### src/core/fpis_regs.vh
// Constants for the front-panel input settings controller.
// Assumes a 100 MHz system clock and one includer per compile unit.
`ifndef FPIS_REGS_VH
`define FPIS_REGS_VH

// ----------------------------------------
// Register offsets
// ----------------------------------------
`define FPIS_A_SEL     4'h0
`define FPIS_A_FULL_SCALE_SENSITIVITY    4'h1
`define FPIS_A_QF      4'h2
`define FPIS_A_FREQ    4'h3
`define FPIS_A_TRIM    4'h4
`define FPIS_A_DEPTH   4'h5
`define FPIS_A_STAT    4'h6
`define FPIS_A_MASK    4'h7

// ----------------------------------------
// Field positions and codes
// ----------------------------------------
`define FPIS_SEL_SRC_LO  0
`define FPIS_SEL_CPL     2
`define FPIS_SEL_GND     3
`define FPIS_SEL_TYP_LO  4
`define FPIS_SEL_FOC_LO  7
`define FPIS_SRC_LAST    2'h3
`define FPIS_TYP_LAST    3'h4
`define FPIS_FOC_LAST    2'h2
`define FPIS_FOC_TUNE    2'h0
`define FPIS_FOC_TRIM    2'h1
`define FPIS_FOC_DEPTH   2'h2
// Sensitivity index 0 is 100 nV, 21 is 500 mV
`define FPIS_FULL_SCALE_SENSITIVITY_MAX    5'h15
`define FPIS_FULL_SCALE_SENSITIVITY_RST    5'h15
`define FPIS_Q_MIN       7'h01
`define FPIS_Q_MAX       7'h64
`define FPIS_Q_RST       7'h01
// Frequency in Hz; kHz shown from 1000 Hz
`define FPIS_FREQ_MIN    17'h00001
`define FPIS_FREQ_MAX    17'h186a0
`define FPIS_FREQ_RST    17'h003e8
`define FPIS_FREQ_KHZ    17'h003e8
`define FPIS_TRIM_RST    8'h00
`define FPIS_DEPTH_RST   8'h00

// ----------------------------------------
// Timing
// ----------------------------------------
`define FPIS_CLK_MHZ       100
`define FPIS_DEB_US        5000
`define FPIS_DEB_CYC       (`FPIS_DEB_US * `FPIS_CLK_MHZ)
`define FPIS_HOLD_MS       3000
`define FPIS_HOLD_CYC      (`FPIS_HOLD_MS * 1000 * `FPIS_CLK_MHZ)
`define FPIS_FAST_MS       50
`define FPIS_FAST_CYC      (`FPIS_FAST_MS * 1000 * `FPIS_CLK_MHZ)

`endif

### src/core/fpis_ctrl.v
// Front-panel input settings controller: buttons, knobs, lamps.
// Assumes raw panel pins, quadrature knobs, one 100 MHz clock.
`include "fpis_regs.vh"
`timescale 1ns/100ps
`default_nettype none
module fpis_ctrl #(
	parameter [31:0] DEB_CYC  = `FPIS_DEB_CYC,
	parameter [31:0] HOLD_CYC = `FPIS_HOLD_CYC,
	parameter [31:0] FAST_CYC = `FPIS_FAST_CYC
) (
	input  wire        clk_sys_i,
	input  wire        rst_b_i,
	input  wire        clk_en_i,
	input  wire        inhibit_up_i,
	input  wire        btn_source_i,
	input  wire        btn_couple_i,
	input  wire        btn_ground_i,
	input  wire        btn_type_i,
	input  wire        knob_push_i,
	input  wire [1:0]  knob_freq_ab_i,
	input  wire [1:0]  knob_full_scale_sensitivity_ab_i,
	input  wire [1:0]  knob_q_ab_i,
	input  wire        ovl_preamp_i,
	input  wire        ovl_acpath_i,
	input  wire [3:0]  addr_i,
	input  wire [31:0] wdata_i,
	input  wire        wr_i,
	input  wire        rd_i,
	output reg  [31:0] rdata_o,
	output reg  [1:0]  input_source_select_o,
	output reg         input_coupling_select_o,
	output reg         shield_ground_select_o,
	output reg  [4:0]  full_scale_sensitivity_o,
	output reg  [2:0]  input_filter_type_o,
	output reg  [6:0]  filter_quality_factor_o,
	output reg  [16:0] filter_tuning_frequency_o,
	output reg  [7:0]  filter_trim_value_o,
	output reg  [7:0]  notch_depth_o,
	output reg  [1:0]  knob_focus_o,
	output reg         unit_hz_o,
	output reg         unit_khz_o,
	output reg         overload_indicator_input_o,
	output reg         overload_indicator_full_scale_sensitivity_o,
	output reg         irq_o
);

// ----------------------------------------
// Synchronisers
// ----------------------------------------
localparam NS = 13;
wire [NS-1:0] raw_pins = {ovl_acpath_i, ovl_preamp_i, knob_q_ab_i, knob_full_scale_sensitivity_ab_i,
	knob_freq_ab_i, knob_push_i, btn_type_i, btn_ground_i, btn_couple_i,
	btn_source_i};
reg [NS-1:0] meta_ff;
reg [NS-1:0] sync_ff;
always @(posedge clk_sys_i or negedge rst_b_i) begin
	if (!rst_b_i) begin
		meta_ff <= {NS{1'b0}};
		sync_ff <= {NS{1'b0}};
	end else if (clk_en_i) begin
		meta_ff <= raw_pins;
		sync_ff <= meta_ff;
	end
end
// Inhibit switch has its own pair; it gates settings only, not lamps
reg  inh_m_ff;
reg  inh_s_ff;
always @(posedge clk_sys_i or negedge rst_b_i) begin
	if (!rst_b_i) begin
		inh_m_ff <= 1'b0;
		inh_s_ff <= 1'b0;
	end else if (clk_en_i) begin
		inh_m_ff <= inhibit_up_i;
		inh_s_ff <= inh_m_ff;
	end
end
wire inhibit_up_i_s = inh_s_ff;

// ----------------------------------------
// Debounce for five push inputs
// ----------------------------------------
// Stable level only taken after a quiet window; bounces restart it
reg [4:0]  deb_ff;
reg [4:0]  deb_d_ff;
reg [31:0] deb_cnt_ff [0:4];
integer i;
always @(posedge clk_sys_i or negedge rst_b_i) begin
	if (!rst_b_i) begin
		deb_ff   <= 5'h00;
		deb_d_ff <= 5'h00;
		for (i = 0; i < 5; i = i + 1) begin
			deb_cnt_ff[i] <= 32'h0;
		end
	end else if (clk_en_i) begin
		deb_d_ff <= deb_ff;
		for (i = 0; i < 5; i = i + 1) begin
			if (sync_ff[i] == deb_ff[i]) begin
				deb_cnt_ff[i] <= 32'h0;
			end else if (deb_cnt_ff[i] >= DEB_CYC - 32'h1) begin
				deb_ff[i]     <= sync_ff[i];
				deb_cnt_ff[i] <= 32'h0;
			end else begin
				deb_cnt_ff[i] <= deb_cnt_ff[i] + 32'h1;
			end
		end
	end
end
// Pressed edge only, one pulse per press
wire [4:0] press = deb_ff & ~deb_d_ff;
wire [4:0] release_ev = ~deb_ff & deb_d_ff;

// ----------------------------------------
// Knob decoders
// ----------------------------------------
reg  [5:0] ab_d_ff;
wire [5:0] ab_now = sync_ff[10:5];
// One step per full detent: count on A rising only
function [1:0] fpis_step;
	input [1:0] now;
	input [1:0] old;
	begin
		fpis_step = 2'b00;
		if (now[0] && !old[0]) begin
			fpis_step = now[1] ? 2'b10 : 2'b01;
		end
	end
endfunction
// Knob step on an 8-bit value; wraps at both ends on purpose
function [7:0] fpis_nudge8;
	input [7:0] v;
	input [1:0] st;
	begin
		fpis_nudge8 = (st == 2'b01) ? v + 8'h01 : v - 8'h01;
	end
endfunction
// Cyclic advance, back to zero after the last code
function [2:0] fpis_wrap3;
	input [2:0] v;
	input [2:0] last;
	begin
		fpis_wrap3 = (v == last) ? 3'h0 : v + 3'h1;
	end
endfunction
wire [1:0] st_freq = fpis_step(ab_now[1:0], ab_d_ff[1:0]);
wire [1:0] st_full_scale_sensitivity = fpis_step(ab_now[3:2], ab_d_ff[3:2]);
wire [1:0] st_q    = fpis_step(ab_now[5:4], ab_d_ff[5:4]);

// ----------------------------------------
// Knob push timing
// ----------------------------------------
reg [31:0] hold_cnt_ff;
reg        held_ff;
reg [31:0] gap_cnt_ff;
wire short_push = release_ev[4] && !held_ff;
wire long_push  = deb_ff[4] && !held_ff && hold_cnt_ff >= HOLD_CYC - 32'h1;
always @(posedge clk_sys_i or negedge rst_b_i) begin
	if (!rst_b_i) begin
		ab_d_ff     <= 6'h00;
		hold_cnt_ff <= 32'h0;
		held_ff     <= 1'b0;
		gap_cnt_ff  <= 32'h0;
	end else if (clk_en_i) begin
		ab_d_ff <= ab_now;
		if (!deb_ff[4]) begin
			hold_cnt_ff <= 32'h0;
			held_ff     <= 1'b0;
		end else if (long_push) begin
			held_ff <= 1'b1;
		end else if (!held_ff) begin
			hold_cnt_ff <= hold_cnt_ff + 32'h1;
		end
		if (st_freq != 2'b00) begin
			gap_cnt_ff <= 32'h0;
		end else if (gap_cnt_ff != 32'hffffffff) begin
			gap_cnt_ff <= gap_cnt_ff + 32'h1;
		end
	end
end
// Fast turning steps 10 below 1000 Hz, 100 below 10000 Hz, else 1000; slow turning steps 1
wire        fast  = gap_cnt_ff < FAST_CYC;
wire [16:0] fstep = fast ? (filter_tuning_frequency_o >= 17'd10000 ? 17'd1000 :
	filter_tuning_frequency_o >= 17'd1000 ? 17'd100 : 17'd10) : 17'd1;

// ----------------------------------------
// Settings
// ----------------------------------------
wire [16:0] f_up = (`FPIS_FREQ_MAX - filter_tuning_frequency_o < fstep) ?
	`FPIS_FREQ_MAX : filter_tuning_frequency_o + fstep;
wire [16:0] f_dn = (filter_tuning_frequency_o - `FPIS_FREQ_MIN < fstep) ?
	`FPIS_FREQ_MIN : filter_tuning_frequency_o - fstep;
// Settings writes share the inhibit gate; status and mask do not
wire wr_sel   = wr_i && addr_i == `FPIS_A_SEL;
wire wr_full_scale_sensitivity  = wr_i && addr_i == `FPIS_A_FULL_SCALE_SENSITIVITY;
wire wr_qf    = wr_i && addr_i == `FPIS_A_QF;
wire wr_freq  = wr_i && addr_i == `FPIS_A_FREQ;
wire wr_trim  = wr_i && addr_i == `FPIS_A_TRIM;
wire wr_depth = wr_i && addr_i == `FPIS_A_DEPTH;
wire wr_stat  = wr_i && addr_i == `FPIS_A_STAT;
wire wr_mask  = wr_i && addr_i == `FPIS_A_MASK;
wire [2:0] foc_nx = fpis_wrap3({1'b0, knob_focus_o}, {1'b0, `FPIS_FOC_LAST});
always @(posedge clk_sys_i or negedge rst_b_i) begin
	if (!rst_b_i) begin
		input_source_select_o     <= 2'h0;
		input_coupling_select_o   <= 1'b0;
		shield_ground_select_o    <= 1'b0;
		input_filter_type_o       <= 3'h0;
		knob_focus_o              <= `FPIS_FOC_TUNE;
		full_scale_sensitivity_o  <= `FPIS_FULL_SCALE_SENSITIVITY_RST;
		filter_quality_factor_o   <= `FPIS_Q_RST;
		filter_tuning_frequency_o <= `FPIS_FREQ_RST;
		filter_trim_value_o       <= `FPIS_TRIM_RST;
		notch_depth_o             <= `FPIS_DEPTH_RST;
	end else if (clk_en_i && !inhibit_up_i_s) begin
		if (press[0]) begin
			input_source_select_o <= input_source_select_o + 2'h1;
		end
		if (press[1]) begin
			input_coupling_select_o <= ~input_coupling_select_o;
		end
		if (press[2]) begin
			shield_ground_select_o <= ~shield_ground_select_o;
		end
		if (press[3]) begin
			input_filter_type_o <= fpis_wrap3(input_filter_type_o, `FPIS_TYP_LAST);
		end
		if (short_push) begin
			knob_focus_o <= foc_nx[1:0];
		end
		if (st_full_scale_sensitivity == 2'b01 && full_scale_sensitivity_o != `FPIS_FULL_SCALE_SENSITIVITY_MAX) begin
			full_scale_sensitivity_o <= full_scale_sensitivity_o + 5'h1;
		end else if (st_full_scale_sensitivity == 2'b10 && full_scale_sensitivity_o != 5'h00) begin
			full_scale_sensitivity_o <= full_scale_sensitivity_o - 5'h1;
		end
		if (st_q == 2'b01 && filter_quality_factor_o != `FPIS_Q_MAX) begin
			filter_quality_factor_o <= filter_quality_factor_o + 7'h1;
		end else if (st_q == 2'b10 && filter_quality_factor_o != `FPIS_Q_MIN) begin
			filter_quality_factor_o <= filter_quality_factor_o - 7'h1;
		end
		if (long_push) begin
			case (knob_focus_o)
			`FPIS_FOC_TRIM:  filter_trim_value_o <= `FPIS_TRIM_RST;
			`FPIS_FOC_DEPTH: notch_depth_o <= `FPIS_DEPTH_RST;
			default:         filter_tuning_frequency_o <= `FPIS_FREQ_RST;
			endcase
		end else if (st_freq != 2'b00) begin
			case (knob_focus_o)
			`FPIS_FOC_TRIM:  filter_trim_value_o <= fpis_nudge8(filter_trim_value_o, st_freq);
			`FPIS_FOC_DEPTH: notch_depth_o <= fpis_nudge8(notch_depth_o, st_freq);
			default:         filter_tuning_frequency_o <=
				(st_freq == 2'b01) ? f_up : f_dn;
			endcase
		end
		if (wr_sel) begin
			input_source_select_o   <= wdata_i[1:0];
			input_coupling_select_o <= wdata_i[`FPIS_SEL_CPL];
			shield_ground_select_o  <= wdata_i[`FPIS_SEL_GND];
			if (wdata_i[6:4] <= `FPIS_TYP_LAST) begin
				input_filter_type_o <= wdata_i[6:4];
			end
		end
		if (wr_full_scale_sensitivity && wdata_i[4:0] <= `FPIS_FULL_SCALE_SENSITIVITY_MAX) begin
			full_scale_sensitivity_o <= wdata_i[4:0];
		end
		if (wr_qf && wdata_i[6:0] >= `FPIS_Q_MIN &&
			wdata_i[6:0] <= `FPIS_Q_MAX) begin
			filter_quality_factor_o <= wdata_i[6:0];
		end
		if (wr_freq && wdata_i[16:0] >= `FPIS_FREQ_MIN &&
			wdata_i[16:0] <= `FPIS_FREQ_MAX) begin
			filter_tuning_frequency_o <= wdata_i[16:0];
		end
		if (wr_trim) begin
			filter_trim_value_o <= wdata_i[7:0];
		end
		if (wr_depth) begin
			notch_depth_o <= wdata_i[7:0];
		end
	end
end

// ----------------------------------------
// Lamps: overload and unit indicators
// ----------------------------------------
reg [1:0] stat_ff;
reg [1:0] mask_ff;
wire [1:0] ev = {sync_ff[12], sync_ff[11]};
wire show_f = (knob_focus_o == `FPIS_FOC_TUNE);
// Overload lamps follow the pins, unit lamps the focus and frequency, even while inhibited
always @(posedge clk_sys_i or negedge rst_b_i) begin
	if (!rst_b_i) begin
		unit_hz_o                  <= 1'b0;
		unit_khz_o                 <= 1'b0;
		overload_indicator_input_o <= 1'b0;
		overload_indicator_full_scale_sensitivity_o  <= 1'b0;
	end else if (clk_en_i) begin
		overload_indicator_input_o <= sync_ff[11];
		overload_indicator_full_scale_sensitivity_o  <= sync_ff[12];
		unit_khz_o <= show_f && filter_tuning_frequency_o >= `FPIS_FREQ_KHZ;
		unit_hz_o  <= show_f && filter_tuning_frequency_o < `FPIS_FREQ_KHZ;
	end
end

// ----------------------------------------
// Status, interrupt, read back
// ----------------------------------------
always @(posedge clk_sys_i or negedge rst_b_i) begin
	if (!rst_b_i) begin
		stat_ff                    <= 2'h0;
		mask_ff                    <= 2'h0;
		irq_o                      <= 1'b0;
		rdata_o                    <= 32'h0;
	end else if (clk_en_i) begin
		// Set wins over a write-one clear in the same cycle
		stat_ff <= (stat_ff & ~(wr_stat ? wdata_i[1:0] : 2'h0)) | ev;
		if (wr_mask) begin
			mask_ff <= wdata_i[1:0];
		end
		irq_o <= |(stat_ff & mask_ff);
		rdata_o <= 32'h0;
		if (rd_i) begin
			case (addr_i)
			`FPIS_A_SEL:   rdata_o <= {23'h0, knob_focus_o, input_filter_type_o,
				shield_ground_select_o, input_coupling_select_o, input_source_select_o};
			`FPIS_A_FULL_SCALE_SENSITIVITY:  rdata_o <= {27'h0, full_scale_sensitivity_o};
			`FPIS_A_QF:    rdata_o <= {25'h0, filter_quality_factor_o};
			`FPIS_A_FREQ:  rdata_o <= {15'h0, filter_tuning_frequency_o};
			`FPIS_A_TRIM:  rdata_o <= {24'h0, filter_trim_value_o};
			`FPIS_A_DEPTH: rdata_o <= {24'h0, notch_depth_o};
			`FPIS_A_STAT:  rdata_o <= {30'h0, stat_ff};
			`FPIS_A_MASK:  rdata_o <= {30'h0, mask_ff};
			default:       rdata_o <= 32'h0;
			endcase
		end
	end
end

endmodule
`default_nettype wire

### config.mk
export PLATFORM = sky130hd
export DESIGN_NAME = fpis_ctrl
export DESIGN_NICKNAME = d
export VERILOG_FILES = /design/src/core/fpis_ctrl.v
export VERILOG_INCLUDE_DIRS = /design/src /design/src/core
export SDC_FILE = /design/constraint.sdc
export NUM_CORES = 1
export LEC_CHECK = 0
export BUFFER_PORTS_ARGS = -buffer_cell sky130_fd_sc_hd__buf_4
export CAP_MARGIN = 20
export CORE_ASPECT_RATIO = 0.9
export CORE_MARGIN = 2
export CORE_UTILIZATION = 58
export CTS_BUF_LIST = sky130_fd_sc_hd__clkbuf_4 sky130_fd_sc_hd__clkbuf_8
export DETAILED_ROUTE_END_ITERATION = 10
export GPL_TIMING_DRIVEN = 0
export PLACE_DENSITY_LB_ADDON = 0.15
export SYNTH_ARGS = -nofsm -noshare
export SYNTH_HDL_FRONTEND = slang
export SYNTH_SLANG_ARGS = --single-unit
### constraint.sdc
create_clock -name clk_sys_i -period 4.9 [get_ports clk_sys_i]
set_input_delay 0.735 -clock clk_sys_i [delete_from_list [all_inputs] [get_ports clk_sys_i]]
set_output_delay 0.735 -clock clk_sys_i [all_outputs]
set_load 0.01 [all_outputs]
==> results.ini <==
[status]
status=finished clean

[floorplan]
fp.dieW_um=199
row_count=64
dieArea_mm2=0.0358
core-area_mm2=0.0339
start_util_pct=58.7
die_h_um=180
pin_count=146

[timing]
rsz0062_at_grt=no
finalCriticalPeriod_ps=4770
drv_slew=0
fin_crit_sh_pct=97.4
finClkSkew_ps=34.9
worst_pin_slew_ps=951
layout_setup_ws_ps=125
hold-worst-slack_ps=344
max_freq_mhz=209
setup_viol=0
hold_viol_final=0
fin_tns_setup_ps=0
maxSlewHeadroom_pct=36.6

[clock_network]
cts_max_level=2
cts_root_buf=clkbuf_8
cts_tree=done
clock_latency_ps=640
cts_buffer_depth=3
clkSinkCount=346
cts_inserted_buffers=57
clk_pin_slew_ps=70

[power]
vdd.ir_drop.worst_v=0.000293
seqPwrFrac_pct=36.3
clockPowerShare_pct=31.3
p_comb_share_pct=32.3
p_int_mw=6.36
pwr_density_cell_mw_per_mm2=429
p_leak_nw=10.4
swShare_pct=35.3
p_switching_mw=3.48

[route]
finalWirelength_um=55900
first_iter_violations=1553
postRouteAntennaNets=0
drc=0
via_per_inst=6.20
vias=17900
first_pass_iters=5
wire_per_inst_um=19.4

[setup_path]
crit_type=register to register
crit_slowest_cell=or4_1
crit_path_max_fanout=10
cp_cell_sequence=clkbuf_1 > or4_1 > or3_4 > and2_1 > or2_2 > ha_1 > or2_2 > or4_1 > a31oi_1 > o21ai_0 > nor4_2 > xnor2_1 > a21oi_1 > a31o_2
cp-end-kind=register
path_delay_family=simple AND/OR/NAND/NOR gates
cpPeakStageDelay_ps=640
arrival_ps=5280
startpoint_type=register
critical_path_buf_inv_count=1
worstPathRequired_ps=5410

[grt]
met3_usage_pct=5.55
grt_max_degree=123
grt_pass1_vias=17100
grt_pass1_wl_um=90200
grt_use_met1_pct=44.1
antenna_found_initial=0
grt_busiest_layer=met2
use_met2_pct=48.4
grt_use_total_pct=31.3
overflow=0

[placement]
io_buffers=108
post-place-cells=2778
gp_congestion=0.996
placed_cell_area_mm2=0.0214
post-place-ws_ps=-20.8
post-dp-hpwl_um=39500

[finish]
final_cell_mix=dfrtp_1 (336), nand2_1 (224), o21ai_0 (191), nor2_1 (172), buf_4 (123)
area_growth_pct=15.2
drive_above_1_share_pct=14.0
finalNetCount=2507
final_cell_area_mm2=0.0229
diodes=0
fin_cells=2886
layout_commonest_cell=dfrtp_1
n_fill_cell=2717

[worst_hold_path]
hold_path_class=primary input to register

[synthesis]
synth_edf_count=0
synth_top_family_by_area=simple AND/OR/NAND/NOR gates
synth-main-ff-cell=dfrtp_1
async_reset_ff_share_pct=100
ys_ff_latch=346
synthCells=2191
syn_area_mm2=0.0199
synthSimpleGateAreaFrac_pct=22.7
muxShareOfSynthArea_pct=2.88
synth_compound_area_share_pct=17.9
yosysUniqueCellTypes=89
synth_xor_xnor_area_share_pct=3.88
synth_seq_area_share_pct=43.6
yosys_warnings=0
yosys.area_share.adder_pct=4.91
syn_area_per_cell_um2=9.08

[job]
drv_cap=0

-- state kept, by name, indices dropped and copies added (netlist names), 2 cells and up --
| name | count |
|---|---|
| knob_focus_o | 2 |
| meta_ff | 13 |
| deb_ff | 5 |
| full_scale_sensitivity_o | 5 |
| filter_trim_value_o | 8 |
| filter_tuning_frequency_o | 17 |
| filter_quality_factor_o | 7 |
| mask_ff | 2 |
| sync_ff | 13 |
| hold_cnt_ff | 32 |
| input_source_select_o | 2 |
| deb_d_ff | 5 |
| input_filter_type_o | 3 |
| deb_cnt_ff | 160 |
| ab_d_ff | 3 |
| stat_ff | 2 |
| rdata_o | 17 |
| gap_cnt_ff | 32 |
| notch_depth_o | 8 |
-- cells by family (layout without fill, tap and decap cells) --
logic type      count (synthesis)  after routing
compound gates                550            550
xor+xnor                       88             88
fa+ha+maj                      75             75
buf+inv                       192            411
flops                         346            346
mux                            52             52
other cells                     1             15
simple gates                  887            887
-- cell usage after synthesis, drive strengths merged, types with 10 or more instances --
master / n / share of area, %
nand3: 86 / 2.2
and2: 22 / 0.69
mux2: 42 / 2.4
o41ai: 14 / 0.62
nor2b: 83 / 2.6
nor4: 39 / 1.3
nand2: 224 / 4.2
o22a: 10 / 0.44
nor2: 172 / 3.2
clkbuf: 90 / 1.7
or3: 17 / 0.53
buf: 37 / 1.2
a21oi: 99 / 2.6
o22ai: 11 / 0.35
nor3: 69 / 1.7
xnor2: 48 / 2.1
a21o: 20 / 0.76
o31ai: 25 / 0.94
or4: 14 / 0.55
and4: 12 / 0.53
and3: 61 / 1.9
a22o: 17 / 0.75
nand4: 26 / 0.82
nand2b: 28 / 0.88
mux2i: 10 / 0.50
o21ai: 194 / 4.9
a22oi: 27 / 1.0
ha: 70 / 4.4
a31oi: 33 / 1.0
inv: 65 / 1.2
dfrtp: 336 / 42
dfstp: 10 / 1.3
xor2: 40 / 1.8
-- power groups by stage --
stage,Sequential (mW),Combinational (mW),Clock [mW]
6_report,3.57,3.18,3.08
5_1_grt,3.60,3.52,3.27
4_1_cts,3.56,3.12,3.13
3_5_place_dp,3.60,3.11,0
3_3_place_gp,3.59,3.01,0
2_1_floorplan,3.54,2.07,0
-- worst paths after layout --
| check | from | end | slack (ps) | cells after the start |
|---|---|---|---|---|
| max in group asynchronous | rst_b_i | deb_cnt_ff[137]$_DFFE_PN0P_ | 3140 | 4 |
| min | btn_ground_i | meta_ff[2]$_DFFE_PN0P_ | 340 | 2 |
| max | filter_tuning_frequency_o[12]$_DFFE_PN0P_ | filter_tuning_frequency_o[16]$_DFFE_PN0P_ | 130 | 14 |
| max reg2reg | filter_tuning_frequency_o[12]$_DFFE_PN0P_ | filter_tuning_frequency_o[16]$_DFFE_PN0P_ | 130 | 14 |
| min in group asynchronous | rst_b_i | filter_tuning_frequency_o[11]$_DFFE_PN0P_ | 510 | 2 |
| min reg2reg | deb_cnt_ff[82]$_DFFE_PN0P_ | deb_cnt_ff[82]$_DFFE_PN0P_ | 480 | 2 |
-- final cells by class --
class                           count  area [µm²]  area share, %
Inverter                           65         244           1.06
Timing Repair Buffer              115         946           4.13
Tap cell                          462         578           2.52
Buffer                            125         568           2.48
Clock buffer                       86        1130           4.92
Clock inverter                     20         299           1.31
Multi-Input combinational cell   1667       10500           45.7
Sequential cell                   346        8670           37.8
-- through the flow --
stage | utilization [%] | power [mW]
floorplan | - | 5.61
global placement | 63.0 | 6.61
detailed placement | 63.2 | 6.71
CTS | 67.5 | 9.81
global route | 67.6 | 10.4
finish | 67.6 | 9.84
-- timing repair --
item,CTS,global route
setup endpoints to repair,2,7
pin swaps,1,0
hold buffers,1,0
setup buffers,0,0
hold endpoints to repair,2,0
resized for setup,3,3
-- per-layer routing --
metal	wire length [µm]	vias to the layer above
li1	-	8275
met1	23900	8736
met2	25600	741
met3	4620	140
met4	1830	0
met5	0	-
Note: power is estimated with default switching activity, not from simulation.
